File: src/rtl/spc_pkg.sv
package spc_pkg;

   // ------------------------------------------------------------
   // register indices (byte address is four times the index)
   // ------------------------------------------------------------
   localparam logic [9:0] IDX_MAX_SPEED = 10'h08E;
   localparam logic [9:0] IDX_WORD1     = 10'h094;
   localparam logic [9:0] IDX_WORD2     = 10'h096;
   localparam logic [9:0] IDX_WORD3     = 10'h098;
   localparam logic [9:0] IDX_WORD4     = 10'h09A;
   localparam logic [9:0] IDX_WORD5     = 10'h09C;
   localparam logic [9:0] IDX_STATUS    = 10'h0A0;

   // ------------------------------------------------------------
   // writable bits and reset values
   // ------------------------------------------------------------
   localparam logic [31:0] MASK_FULL      = 32'hFFFFFFFF;
   localparam logic [31:0] MASK_WORD5     = 32'hC0000000;
   localparam logic [31:0] MASK_MAX_SPEED = 32'h80003FFF;
   localparam logic [31:0] RST_WORD       = 32'h00000000;

   // ------------------------------------------------------------
   // field layout
   // ------------------------------------------------------------
   localparam int DUTY_W       = 8;
   localparam int MODE_W       = 2;
   localparam int HYST_W       = 2;
   localparam int MAX_SPEED_W  = 14;
   localparam int ELEC_HZ_W    = 12;
   localparam int MODE_LSB     = 29;
   localparam int ON1_LSB      = 21;
   localparam int OFF1_LSB     = 13;
   localparam int CLAMP1_LSB   = 5;
   localparam int DUTY_A_HI_W  = 5;
   localparam int DUTY_A_HI_LSB = 0;
   localparam int DUTY_A_LO_W  = 3;
   localparam int DUTY_A_LO_LSB = 28;
   localparam int DUTY_B_LSB   = 20;
   localparam int DUTY_C_LSB   = 12;
   localparam int DUTY_D_LSB   = 4;
   localparam int DUTY_E_HI_W  = 4;
   localparam int DUTY_E_HI_LSB = 0;
   localparam int DUTY_E_LO_W  = 4;
   localparam int DUTY_E_LO_LSB = 27;
   localparam int ON2_LSB      = 19;
   localparam int OFF2_LSB     = 11;
   localparam int CLAMP2_LSB   = 3;
   localparam int HYST_LSB     = 1;
   localparam int SPD_OFF1_LSB = 23;
   localparam int SPD_CLAMP1_LSB = 15;
   localparam int SPD_A_LSB    = 7;
   localparam int SPD_B_HI_W   = 7;
   localparam int SPD_B_HI_LSB = 0;
   localparam int SPD_B_LO_W   = 1;
   localparam int SPD_B_LO_LSB = 30;
   localparam int MAX_SPEED_LSB = 0;

   // ------------------------------------------------------------
   // scaling
   // ------------------------------------------------------------
   // codes mean code/255 of full scale
   localparam int DUTY_FULL_CODE = 255;
   localparam logic [13:0] ELEC_HZ_DIV = 14'h0006;

   // hysteresis in tenths of a percent
   localparam logic [4:0] HYST_0P0 = 5'h00;
   localparam logic [4:0] HYST_0P5 = 5'h05;
   localparam logic [4:0] HYST_1P0 = 5'h0A;
   localparam logic [4:0] HYST_2P0 = 5'h14;

   typedef enum logic [1:0] {
      SPC_SPEED_REF,
      SPC_LINEAR,
      SPC_STAIRCASE,
      SPC_FWD_REV
   } spc_mode_t;

endpackage

File: src/rtl/spc_speed_profile_regs.sv
`timescale 1ns/1ps

module spc_speed_profile_regs #(
   parameter int ADR_W = 12
) (
   // clock and reset
   input  wire logic             clk_i,
   input  wire logic             rst_i,
   // wishbone slave
   input  wire logic             wb_cyc_i,
   input  wire logic             wb_stb_i,
   input  wire logic             wb_we_i,
   input  wire logic [ADR_W-1:0] wb_adr_i,
   input  wire logic [3:0]       wb_sel_i,
   input  wire logic [31:0]      wb_dat_i,
   output logic      [31:0]      wb_dat_o,
   output logic                  wb_ack_o,
   // mode and duty thresholds
   output logic      [1:0]       profile_mode_o,
   output logic      [7:0]       first_turn_on_duty_o,
   output logic      [7:0]       first_turn_off_duty_o,
   output logic      [7:0]       first_clamp_duty_o,
   output logic      [7:0]       second_turn_on_duty_o,
   output logic      [7:0]       second_turn_off_duty_o,
   output logic      [7:0]       second_clamp_duty_o,
   output logic      [4:0]       reference_duty_hysteresis_o,
   // duty breakpoints
   output logic      [7:0]       duty_a_o,
   output logic      [7:0]       duty_b_o,
   output logic      [7:0]       duty_c_o,
   output logic      [7:0]       duty_d_o,
   output logic      [7:0]       duty_e_o,
   // speed thresholds and breakpoints
   output logic      [7:0]       first_turn_off_speed_o,
   output logic      [7:0]       first_clamp_speed_o,
   output logic      [7:0]       speed_a_o,
   output logic      [7:0]       speed_b_o,
   // maximum speed
   output logic      [13:0]      max_speed_o,
   output logic      [11:0]      max_elec_hz_o
);

   // ------------------------------------------------------------
   // state
   // ------------------------------------------------------------
   // hyst and elec_hz kept as flops so those outputs come from registers
   typedef struct packed {
      logic [31:0] word1;
      logic [31:0] word2;
      logic [31:0] word3;
      logic [31:0] word4;
      logic [31:0] word5;
      logic [31:0] max_speed;
      logic [31:0] dat;
      logic        ack;
      logic [4:0]  hyst;
      logic [11:0] elec_hz;
   } spc_state_t;

   spc_state_t s;
   spc_state_t next_s;

   logic       access;
   logic       wr;
   logic [9:0] widx;
   logic       wr_w1;
   logic       wr_w2;
   logic       wr_w3;
   logic       wr_w4;
   logic       wr_w5;
   logic       wr_ms;
   logic [7:0] joined_a;
   logic [7:0] joined_e;
   logic [7:0] joined_b;
   logic       pend_a;
   logic       pend_e;
   logic       pend_b;

   // ------------------------------------------------------------
   // helpers
   // ------------------------------------------------------------
   // byte-lane merge limited to the writable bits
   function automatic logic [31:0] spc_merge(
      input logic [31:0] old_v,
      input logic [31:0] new_v,
      input logic [3:0]  sel,
      input logic [31:0] mask
   );
      logic [31:0] lanes;
      lanes = {{8{sel[3]}}, {8{sel[2]}}, {8{sel[1]}}, {8{sel[0]}}} & mask;
      return (old_v & ~lanes) | (new_v & lanes);
   endfunction

   function automatic logic [4:0] spc_hyst(
      input logic [1:0] mode,
      input logic [1:0] code
   );
      logic [4:0] h;
      h = spc_pkg::HYST_0P0;
      if (mode == spc_pkg::SPC_SPEED_REF)
      begin
         case (code)
            2'h0:    h = spc_pkg::HYST_0P0;
            2'h1:    h = spc_pkg::HYST_0P5;
            2'h2:    h = spc_pkg::HYST_1P0;
            2'h3:    h = spc_pkg::HYST_2P0;
            default: h = spc_pkg::HYST_0P0;
         endcase
      end
      return h;
   endfunction

   // read mux; status shows which split codes still wait for their low half
   function automatic logic [31:0] spc_rdata(
      input logic [9:0]  idx,
      input spc_state_t  st,
      input logic [2:0]  pend
   );
      logic [31:0] r;
      case (idx)
         spc_pkg::IDX_WORD1:     r = st.word1;
         spc_pkg::IDX_WORD2:     r = st.word2;
         spc_pkg::IDX_WORD3:     r = st.word3;
         spc_pkg::IDX_WORD4:     r = st.word4;
         spc_pkg::IDX_WORD5:     r = st.word5;
         spc_pkg::IDX_MAX_SPEED: r = st.max_speed;
         spc_pkg::IDX_STATUS:    r = {29'h00000000, pend};
         default:                r = 32'h00000000;
      endcase
      return r;
   endfunction

   // ------------------------------------------------------------
   // bus decode
   // ------------------------------------------------------------
   // ack is a single-cycle pulse; a set s.ack blocks a repeat
   assign access = wb_cyc_i & wb_stb_i & ~s.ack;
   assign wr     = access & wb_we_i;
   assign widx   = wb_adr_i[11:2];

   // ------------------------------------------------------------
   // write decode
   // ------------------------------------------------------------
   // one-hot strobes shared by the word merges and the joiners;
   // a write to status or an unmapped index strobes nothing
   always_comb
   begin
      wr_w1 = 1'b0;
      wr_w2 = 1'b0;
      wr_w3 = 1'b0;
      wr_w4 = 1'b0;
      wr_w5 = 1'b0;
      wr_ms = 1'b0;
      if (wr)
      begin
         case (widx)
            spc_pkg::IDX_WORD1:     wr_w1 = 1'b1;
            spc_pkg::IDX_WORD2:     wr_w2 = 1'b1;
            spc_pkg::IDX_WORD3:     wr_w3 = 1'b1;
            spc_pkg::IDX_WORD4:     wr_w4 = 1'b1;
            spc_pkg::IDX_WORD5:     wr_w5 = 1'b1;
            spc_pkg::IDX_MAX_SPEED: wr_ms = 1'b1;
            default:                wr_ms = 1'b0;
         endcase
      end
   end

   // ------------------------------------------------------------
   // next state
   // ------------------------------------------------------------
   always_comb
   begin
      next_s     = s;
      next_s.ack = access;
      next_s.dat = 32'h00000000;

      if (wr_w1)
      begin
         next_s.word1 = spc_merge(s.word1, wb_dat_i, wb_sel_i, spc_pkg::MASK_FULL);
      end
      if (wr_w2)
      begin
         next_s.word2 = spc_merge(s.word2, wb_dat_i, wb_sel_i, spc_pkg::MASK_FULL);
      end
      if (wr_w3)
      begin
         next_s.word3 = spc_merge(s.word3, wb_dat_i, wb_sel_i, spc_pkg::MASK_FULL);
      end
      if (wr_w4)
      begin
         next_s.word4 = spc_merge(s.word4, wb_dat_i, wb_sel_i, spc_pkg::MASK_FULL);
      end
      // only bits 31:30 are kept here; bit 30 is the speed B low bit
      if (wr_w5)
      begin
         next_s.word5 = spc_merge(s.word5, wb_dat_i, wb_sel_i, spc_pkg::MASK_WORD5);
      end
      if (wr_ms)
      begin
         next_s.max_speed = spc_merge(s.max_speed, wb_dat_i, wb_sel_i, spc_pkg::MASK_MAX_SPEED);
      end

      if (access & ~wb_we_i)
      begin
         next_s.dat = spc_rdata(widx, s, {pend_b, pend_e, pend_a});
      end

      // hysteresis follows the mode as it stands after this write
      next_s.hyst = spc_hyst(next_s.word1[spc_pkg::MODE_LSB +: spc_pkg::MODE_W],
                             next_s.word3[spc_pkg::HYST_LSB +: spc_pkg::HYST_W]);
      // electrical hertz is value over six
      next_s.elec_hz = 12'(next_s.max_speed[spc_pkg::MAX_SPEED_LSB +: spc_pkg::MAX_SPEED_W]
                           / spc_pkg::ELEC_HZ_DIV);
   end

   // reset clears reserved bits as well
   always_ff @(posedge clk_i)
   begin
      if (rst_i)
      begin
         s <= '0;
      end
      else
      begin
         s <= next_s;
      end
   end

   // ------------------------------------------------------------
   // split fields
   // ------------------------------------------------------------
   // a lone high-part write leaves the old joined code in use;
   // the value changes only with the low-part write

   spc_split_join #(
      .HI_W (spc_pkg::DUTY_A_HI_W),
      .LO_W (spc_pkg::DUTY_A_LO_W)
   ) u_duty_a (
      .clk_i     (clk_i),
      .rst_i     (rst_i),
      .hi_wr_i   (wr_w1),
      .lo_wr_i   (wr_w2),
      .hi_i      (next_s.word1[spc_pkg::DUTY_A_HI_LSB +: spc_pkg::DUTY_A_HI_W]),
      .lo_i      (next_s.word2[spc_pkg::DUTY_A_LO_LSB +: spc_pkg::DUTY_A_LO_W]),
      .value_o   (joined_a),
      .pending_o (pend_a)
   );

   spc_split_join #(
      .HI_W (spc_pkg::DUTY_E_HI_W),
      .LO_W (spc_pkg::DUTY_E_LO_W)
   ) u_duty_e (
      .clk_i     (clk_i),
      .rst_i     (rst_i),
      .hi_wr_i   (wr_w2),
      .lo_wr_i   (wr_w3),
      .hi_i      (next_s.word2[spc_pkg::DUTY_E_HI_LSB +: spc_pkg::DUTY_E_HI_W]),
      .lo_i      (next_s.word3[spc_pkg::DUTY_E_LO_LSB +: spc_pkg::DUTY_E_LO_W]),
      .value_o   (joined_e),
      .pending_o (pend_e)
   );

   // speed B upper part in word four
   spc_split_join #(
      .HI_W (spc_pkg::SPD_B_HI_W),
      .LO_W (spc_pkg::SPD_B_LO_W)
   ) u_speed_b (
      .clk_i     (clk_i),
      .rst_i     (rst_i),
      .hi_wr_i   (wr_w4),
      .lo_wr_i   (wr_w5),
      .hi_i      (next_s.word4[spc_pkg::SPD_B_HI_LSB +: spc_pkg::SPD_B_HI_W]),
      .lo_i      (next_s.word5[spc_pkg::SPD_B_LO_LSB +: spc_pkg::SPD_B_LO_W]),
      .value_o   (joined_b),
      .pending_o (pend_b)
   );

   // ------------------------------------------------------------
   // outputs
   // ------------------------------------------------------------
   assign wb_dat_o = s.dat;
   assign wb_ack_o = s.ack;

   assign profile_mode_o = s.word1[spc_pkg::MODE_LSB +: spc_pkg::MODE_W];
   assign first_turn_on_duty_o = s.word1[spc_pkg::ON1_LSB +: spc_pkg::DUTY_W];
   assign first_turn_off_duty_o = s.word1[spc_pkg::OFF1_LSB +: spc_pkg::DUTY_W];
   assign first_clamp_duty_o = s.word1[spc_pkg::CLAMP1_LSB +: spc_pkg::DUTY_W];

   assign second_turn_on_duty_o  = s.word3[spc_pkg::ON2_LSB +: spc_pkg::DUTY_W];
   assign second_turn_off_duty_o = s.word3[spc_pkg::OFF2_LSB +: spc_pkg::DUTY_W];
   assign second_clamp_duty_o    = s.word3[spc_pkg::CLAMP2_LSB +: spc_pkg::DUTY_W];
   assign reference_duty_hysteresis_o = s.hyst;

   assign duty_b_o = s.word2[spc_pkg::DUTY_B_LSB +: spc_pkg::DUTY_W];
   assign duty_c_o = s.word2[spc_pkg::DUTY_C_LSB +: spc_pkg::DUTY_W];
   assign duty_d_o = s.word2[spc_pkg::DUTY_D_LSB +: spc_pkg::DUTY_W];
   assign duty_a_o = joined_a;
   assign duty_e_o = joined_e;
   assign speed_b_o = joined_b;

   assign first_turn_off_speed_o = s.word4[spc_pkg::SPD_OFF1_LSB +: spc_pkg::DUTY_W];
   assign first_clamp_speed_o = s.word4[spc_pkg::SPD_CLAMP1_LSB +: spc_pkg::DUTY_W];
   assign speed_a_o = s.word4[spc_pkg::SPD_A_LSB +: spc_pkg::DUTY_W];

   assign max_speed_o   = s.max_speed[spc_pkg::MAX_SPEED_LSB +: spc_pkg::MAX_SPEED_W];
   assign max_elec_hz_o = s.elec_hz;

endmodule

File: src/rtl/spc_split_join.sv
`timescale 1ns/1ps

module spc_split_join #(
   parameter int HI_W = 5,
   parameter int LO_W = 3
) (
   // clock and reset
   input  wire logic                 clk_i,
   input  wire logic                 rst_i,
   // word write strobes
   input  wire logic                 hi_wr_i,
   input  wire logic                 lo_wr_i,
   // parts as they will stand after the write
   input  wire logic [HI_W-1:0]      hi_i,
   input  wire logic [LO_W-1:0]      lo_i,
   // joined value and partial-update flag
   output logic      [HI_W+LO_W-1:0] value_o,
   output logic                      pending_o
);

   typedef struct packed {
      logic [HI_W+LO_W-1:0] value;
      logic                 pending;
   } spc_sj_state_t;

   spc_sj_state_t s;
   spc_sj_state_t next_s;

   always_comb
   begin
      next_s = s;
      if (hi_wr_i)
      begin
         next_s.pending = 1'b1;
      end
      if (lo_wr_i)
      begin
         next_s.value   = {hi_i, lo_i};
         next_s.pending = 1'b0;
      end
   end

   always_ff @(posedge clk_i)
   begin
      if (rst_i)
      begin
         s <= '0;
      end
      else
      begin
         s <= next_s;
      end
   end

   assign value_o   = s.value;
   assign pending_o = s.pending;

endmodule

File: config.mk
export PLATFORM = sky130hd
export DESIGN_NAME = spc_speed_profile_regs
export DESIGN_NICKNAME = d
export VERILOG_FILES = /design/src/rtl/spc_pkg.sv /design/src/rtl/spc_speed_profile_regs.sv /design/src/rtl/spc_split_join.sv
export SDC_FILE = /design/constraint.sdc
export NUM_CORES = 1
export LEC_CHECK = 0
export ABC_AREA = 1
export BUFFER_PORTS_ARGS = -buffer_cell sky130_fd_sc_hd__buf_2
export CAP_MARGIN = 10
export CORE_ASPECT_RATIO = 1.25
export CORE_MARGIN = 1
export CORE_UTILIZATION = 55
export DETAILED_ROUTE_END_ITERATION = 16
export PLACE_DENSITY = 0.81
export SKIP_CTS_REPAIR_TIMING = 1
export SLEW_MARGIN = 20
export SYNTH_ARGS = -nofsm -noshare
export SYNTH_HDL_FRONTEND = slang
export SYNTH_SLANG_ARGS = --single-unit
export TNS_END_PERCENT = 20
File: constraint.sdc
create_clock -name clk_i -period 8 [get_ports clk_i]
set_input_delay 0.8 -clock clk_i [delete_from_list [all_inputs] [get_ports clk_i]]
set_output_delay 0.8 -clock clk_i [all_outputs]
set_load 0.01 [all_outputs]
# [Word level (Yosys, flattened, before mapping)]
# Cells that the tools add are included.
# W data, S select, Z words.
[totals] regBits=269 in_bits=53 output_inout_bits=186 elab_cells=86
[op_classes] div=1 eq_ne=10 n_mux=20 n_bitwise=26 reduce_logical=7
[ops] cell="$and A32 B32 Y32" count=9
[ops] cell="$pmux W32 S7" count=1
[ops] cell="$or A32 B32 Y32" count=6
[ops] cell="$mux W31" count=4
[ops] cell="$not A32 Y32" count=3
[ops] cell="$eq A10 B8 Y1 const B" count=7
[ops] cell="$pmux W5 S4" count=1
[ops] cell="$div A14 B3 Y14 const B" count=1
[ops] cell="$mux W14" count=1
[ops] cell="$mux W1" count=12
[ops] cell="$reduce_or A2 Y1" count=5
[ops] cell="$mux W7" count=1
[ops] cell="$and A1 B1 Y1" count=4
[ops] cell="$eq A2 B2 Y1 const B" count=2
[ops] cell="$logic_not A2 Y1" count=2
[ops] cell="$not A1 Y1" count=4
[ops] cell="$eq A2 B1 Y1 const B" count=1

# [Logic depth before layout (Yosys ltp)]
[depth] ltp_word=8 depth_mapped=37 ltp_nobuf=37

# [Hierarchy]
# From an unflattened synthesis, not the netlist that was laid out.
[unflattened] hier_cells=1392 hier_area_um2=10356.2
[by_module_without_submodules] module="spc_speed_profile_regs" n_inst=1 cells_each=1230 area_per_inst_um2=9226.3 seq_area_each_um2=3883.7
[by_module_without_submodules] module="spc_split_join" n_inst=3 cells_each=54 area_per_inst_um2=376.6 seq_area_each_um2=180.2

# [Worst setup path after synthesis]
# OpenSTA, ideal clock, no wires.
[synth_timing] path_kind="in2reg" start="input wb_cyc_i" end="register s, in the netlist max_elec_hz_o[0]" setup_time_ns=0.125 arrival_ns=3.586 setup_slack_ns=4.288 stages=31 path_cell_list="nand3_2 nor2_8 nand4_4 nand2_2 nand2_4 inv_4 nand2_4 o21ai_1 nor2_1 nor2_1 nand2_1 nand2_1 nand2_1 nand3_1 nor2_1 nor2_2 inv_1 o21ai_1 nand2_1 a21oi_1 nor2_1 o21ai_2 nand3_2 nand2_1 nand2_1 nand3_2 nand3_1 nand2_1 nand2_1 nand2_1 nor2_2"
[synth_between] elab_chain_cells=6
[synth_lines] element="from (decl)" line="spc_speed_profile_regs.sv:10" source="input wire logic wb_cyc_i,"
[synth_lines] element="$and A1 B1 Y1 (2 in series)" line="spc_speed_profile_regs.sv:137" source="assign access = wb_cyc_i & wb_stb_i & ~s.ack;"
[synth_lines] element="$and A1 B1 Y1" line="spc_speed_profile_regs.sv:138" source="assign wr = access & wb_we_i;"
[synth_lines] element="$mux W1" line="spc_speed_profile_regs.sv:154" source="if (wr)"
[synth_lines] element="$mux W14" line="spc_speed_profile_regs.sv:198" source="if (wr_ms)"
[synth_lines] element="$div A14 B3 Y14" line="spc_speed_profile_regs.sv:213" source="/ spc_pkg::ELEC_HZ_DIV);"
[synth_lines] element="to (signal assigned)" line="spc_speed_profile_regs.sv:225" source="s <= next_s;"
[synth_lines] element="to (decl)" line="spc_speed_profile_regs.sv:60" source="spc_state_t s;"
# Every way passes these cells.
# A chain may end at the register's enable or synchronous reset.

# [Final worst setup path]
[layout_timing] start="input wb_adr_i[11]" end="register s, in the netlist max_elec_hz_o[0]"
[layout_between] elab_chain_cells=5
[layout_lines] element="from (decl)" line="spc_speed_profile_regs.sv:13" source="input wire logic [ADR_W-1:0] wb_adr_i,"
[layout_lines] element="$eq A10 B8 Y1" line="spc_speed_profile_regs.sv:156" source="case (widx)"
[layout_lines] element="$mux W1" line="spc_speed_profile_regs.sv:156"
[layout_lines] element="$mux W1" line="spc_speed_profile_regs.sv:154"
[layout_lines] element="$mux W14" line="spc_speed_profile_regs.sv:198"
[layout_lines] element="$div A14 B3 Y14" line="spc_speed_profile_regs.sv:213"
# Every way passes these cells.

==> impl_metrics.json <==
{
  "fin_ws_ns": 3.872,
  "clock_skew_ns": 0.009264,
  "dieWidth_microns": 124.6,
  "p_per_area_nw_per_um2": 204.3,
  "synth_edf_count": 0,
  "run_status": "complete, no violations",
  "cp-start-kind": "input pin",
  "rsz0062_at_grt": "no",
  "design.core.area_sq_um": 18240,
  "insertion_delay_ns": 0.50,
  "grt_overflow_total": 0,
  "synth_area_sq_um": 10320,
  "cpMostUsedCell": "nand2_1",
  "internal_power_mw": 1.818,
  "yosys-top-cells-count": "dfxtp_1 (221), inv_1 (209), buf_4 (161)",
  "fin_crit_sh_pct": 51.60,
  "synth_fa_ha_area_share_pct": 0,
  "area_delta_synth_final_pct": 9.150,
  "ys_ff_latch": 221,
  "synth.avg_cell_area_sq_um": 7.581,
  "synth_top_area_share_pct": 42.85,
  "placed_cell_area_sq_um": 10470,
  "max_freq_mhz": 242.2,
  "synthesis.nets": 1415,
  "place_inst": 1626,
  "synth-simple-area-share_pct": 14.40,
  "ys.flop_type": "dfxtp_1",
  "cellLeakagePower_nw": 4.908,
  "drtIter0Drc": 591,
  "hold_violations": 0,
  "ant_nets": 0,
  "netSwitchingFraction_pct": 21.07,
  "relSlewSlack_pct": 30.67,
  "io_pins": 239,
  "hpwl_microns": 19880,
  "fillers": 1619,
  "grtUsageTotal_pct": 28.18,
  "drt-pass1-iter-count": 6,
  "max_slew.worst_pin.slew_ns": 1.034,
  "synth_compound_area_share_pct": 21.00,
  "vias": 9120,
  "critPathRequiredTime_ns": 8.37,
  "slew_violations": 0,
  "wl_microns": 28250,
  "final_cell_area_sq_um": 11270,
  "cts_root_buffer": "clkbuf_16",
  "preCtsSetupSlack_ns": 3.426,
  "synth_area_leaders": "dfxtp_1 (43%), buf_4 (12%), inv_1 (7.6%), a21oi_1 (7.1%), o21ai_0 (6.3%)",
  "setup_viol": 0,
  "ctsHtreeMaxLevel": 1,
  "yosysMostFrequentCell": "dfxtp_1",
  "grt_max_degree": 74,
  "numPortBuffers": 236,
  "grt_pass1_wl_microns": 43790,
  "clockPowerShare_pct": 49.2,
  "wl_per_cell_microns": 16.94,
  "yosys.area_share.xor_xnor_pct": 0,
  "start_util_pct": 56.62,
  "crit_buf_inv": 3,
  "path_clk_slew_ns": 0.06,
  "synth_top_family_by_area": "buffers and inverters",
  "cts.path.max_buffers": 3,
  "layout.nets": 1475,
  "slowest_delay_ns": 0.30,
  "holdWs_ns": 0.4582,
  "synth_area_leader_cell": "dfxtp_1",
  "muxShareOfSynthArea_pct": 0.09695,
  "gp_congestion": 0.9079,
  "power.switching_mw": 0.4851,
  "end_kind": "flip-flop",
  "cts_tree": "built",
  "ys_types": 37,
  "synthCells": 1362,
  "fp-row-count": 55,
  "synthArstFlopShare_pct": 0,
  "final_cells": 1667,
  "cts.sinks": 221,
  "yosys_warnings": 0,
  "hold_path_class": "flip-flop to flip-flop",
  "p_comb_share_pct": 3.0,
  "dieHeight_microns": 155.2,
  "seqCellArea_sq_um": 4424,
  "antenna_found_initial": 2,
  "cts_made_buffers": 22,
  "slowest_stage": "nor4_4",
  "drive_gt1_share_pct": 23.66,
  "vias_per_cell": 5.471,
  "layout_min_cycle_time_ns": 4.128,
  "drv_cap": 0,
  "fin_setup_tns_ns": 0,
  "worstSetupPathType": "input pin to flip-flop",
  "grt_pass1_vias": 8595,
  "drc": 0,
  "die-area_sq_um": 19330,
  "power_frac_seq_pct": 47.8,
  "cp_max_fo": 8,
  "cpLargestDelayFamily": "simple AND/OR/NAND/NOR gates",
  "multi_input_area_sq_um": 3665,
  "critPathArrivalTime_ns": 4.50,
  "ir_drop_mv": 0.1478,
  "yosysSeqAreaShare_pct": 42.85
}
-- power groups by stage --
stage	sequential, mW	combinational [mW]	clock [mW]
after CTS	1.10	0.0686	1.14
after global placement	1.13	0.0670	0
after floorplan	1.13	0.0377	0
after detailed placement	1.13	0.0681	0
after global routing	1.10	0.0771	1.19
final	1.10	0.0699	1.13
-- layout by cell type, fill, tap and decap left out, drive strengths merged, types with 2 or more instances in the layout --
master	netlist	layout
dfxtp	221	221
a211oi	8	8
clkinv	5	9
nor2	113	113
o21ai	143	143
o31ai	6	6
a21oi	148	148
nand3	34	34
buf	162	244
nor4	5	5
clkbuf	46	30
diode	0	2
inv	220	220
nor3	8	8
nand2	154	154
bufinv	0	4
nand4	6	6
o21a	4	4
a221oi	23	23
o22ai	52	52
-- metrics by stage --
stage	utilization, %	power [mW]
after floorplan	-	1.163
after global placement	57.39	1.192
after CTS	61.77	2.305
after detailed placement	57.39	1.193
final	61.80	2.303
after global routing	61.80	2.364
-- per-layer routing --
metal | part of all wire (%) | up-vias | track usage, % | routed length, microns
li1 | - | 4390 | - | -
met5 | 0 | - | 0 | 0
met1 | 38 | 4182 | 33.91 | 10760
met2 | 49 | 458 | 49.14 | 13790
met3 | 8.5 | 90 | 4.023 | 2415
met4 | 4.5 | 0 | 14.00 | 1282
-- layout make-up --
class                   instances  area share, %
clock buffers                  30          5.784
well taps                     228          2.531
repair buffers                244          11.01
flip-flops and latches        221          39.26
clock inverters                 9          1.310
inverters                     225          7.539
multi-input cells             708          32.52
diodes                          2        0.04441
-- worst paths after layout --
path           startpoint  slack, ns  cells past startpoint                to
max          wb_adr_i[11]       3.87                     29  max_elec_hz_o[0]
max reg2reg      wb_ack_o       4.03                     32  max_elec_hz_o[0]
min             flip-flop       0.46                      2         flip-flop
min reg2reg     flip-flop       0.46                      2         flip-flop
-- tightest hold or removal path, cell delays in order, from the launching register on --
cell and delay [ns]:
dfxtp_1 0.30, inv_1 0.06, a21oi_1 0.05
-- kinds of logic after synthesis --
family	count (synthesis)
buf+inv	433
mux	1
simple gates	321
flops	221
compound gates	386
Power figures use the tool's default switching activity.
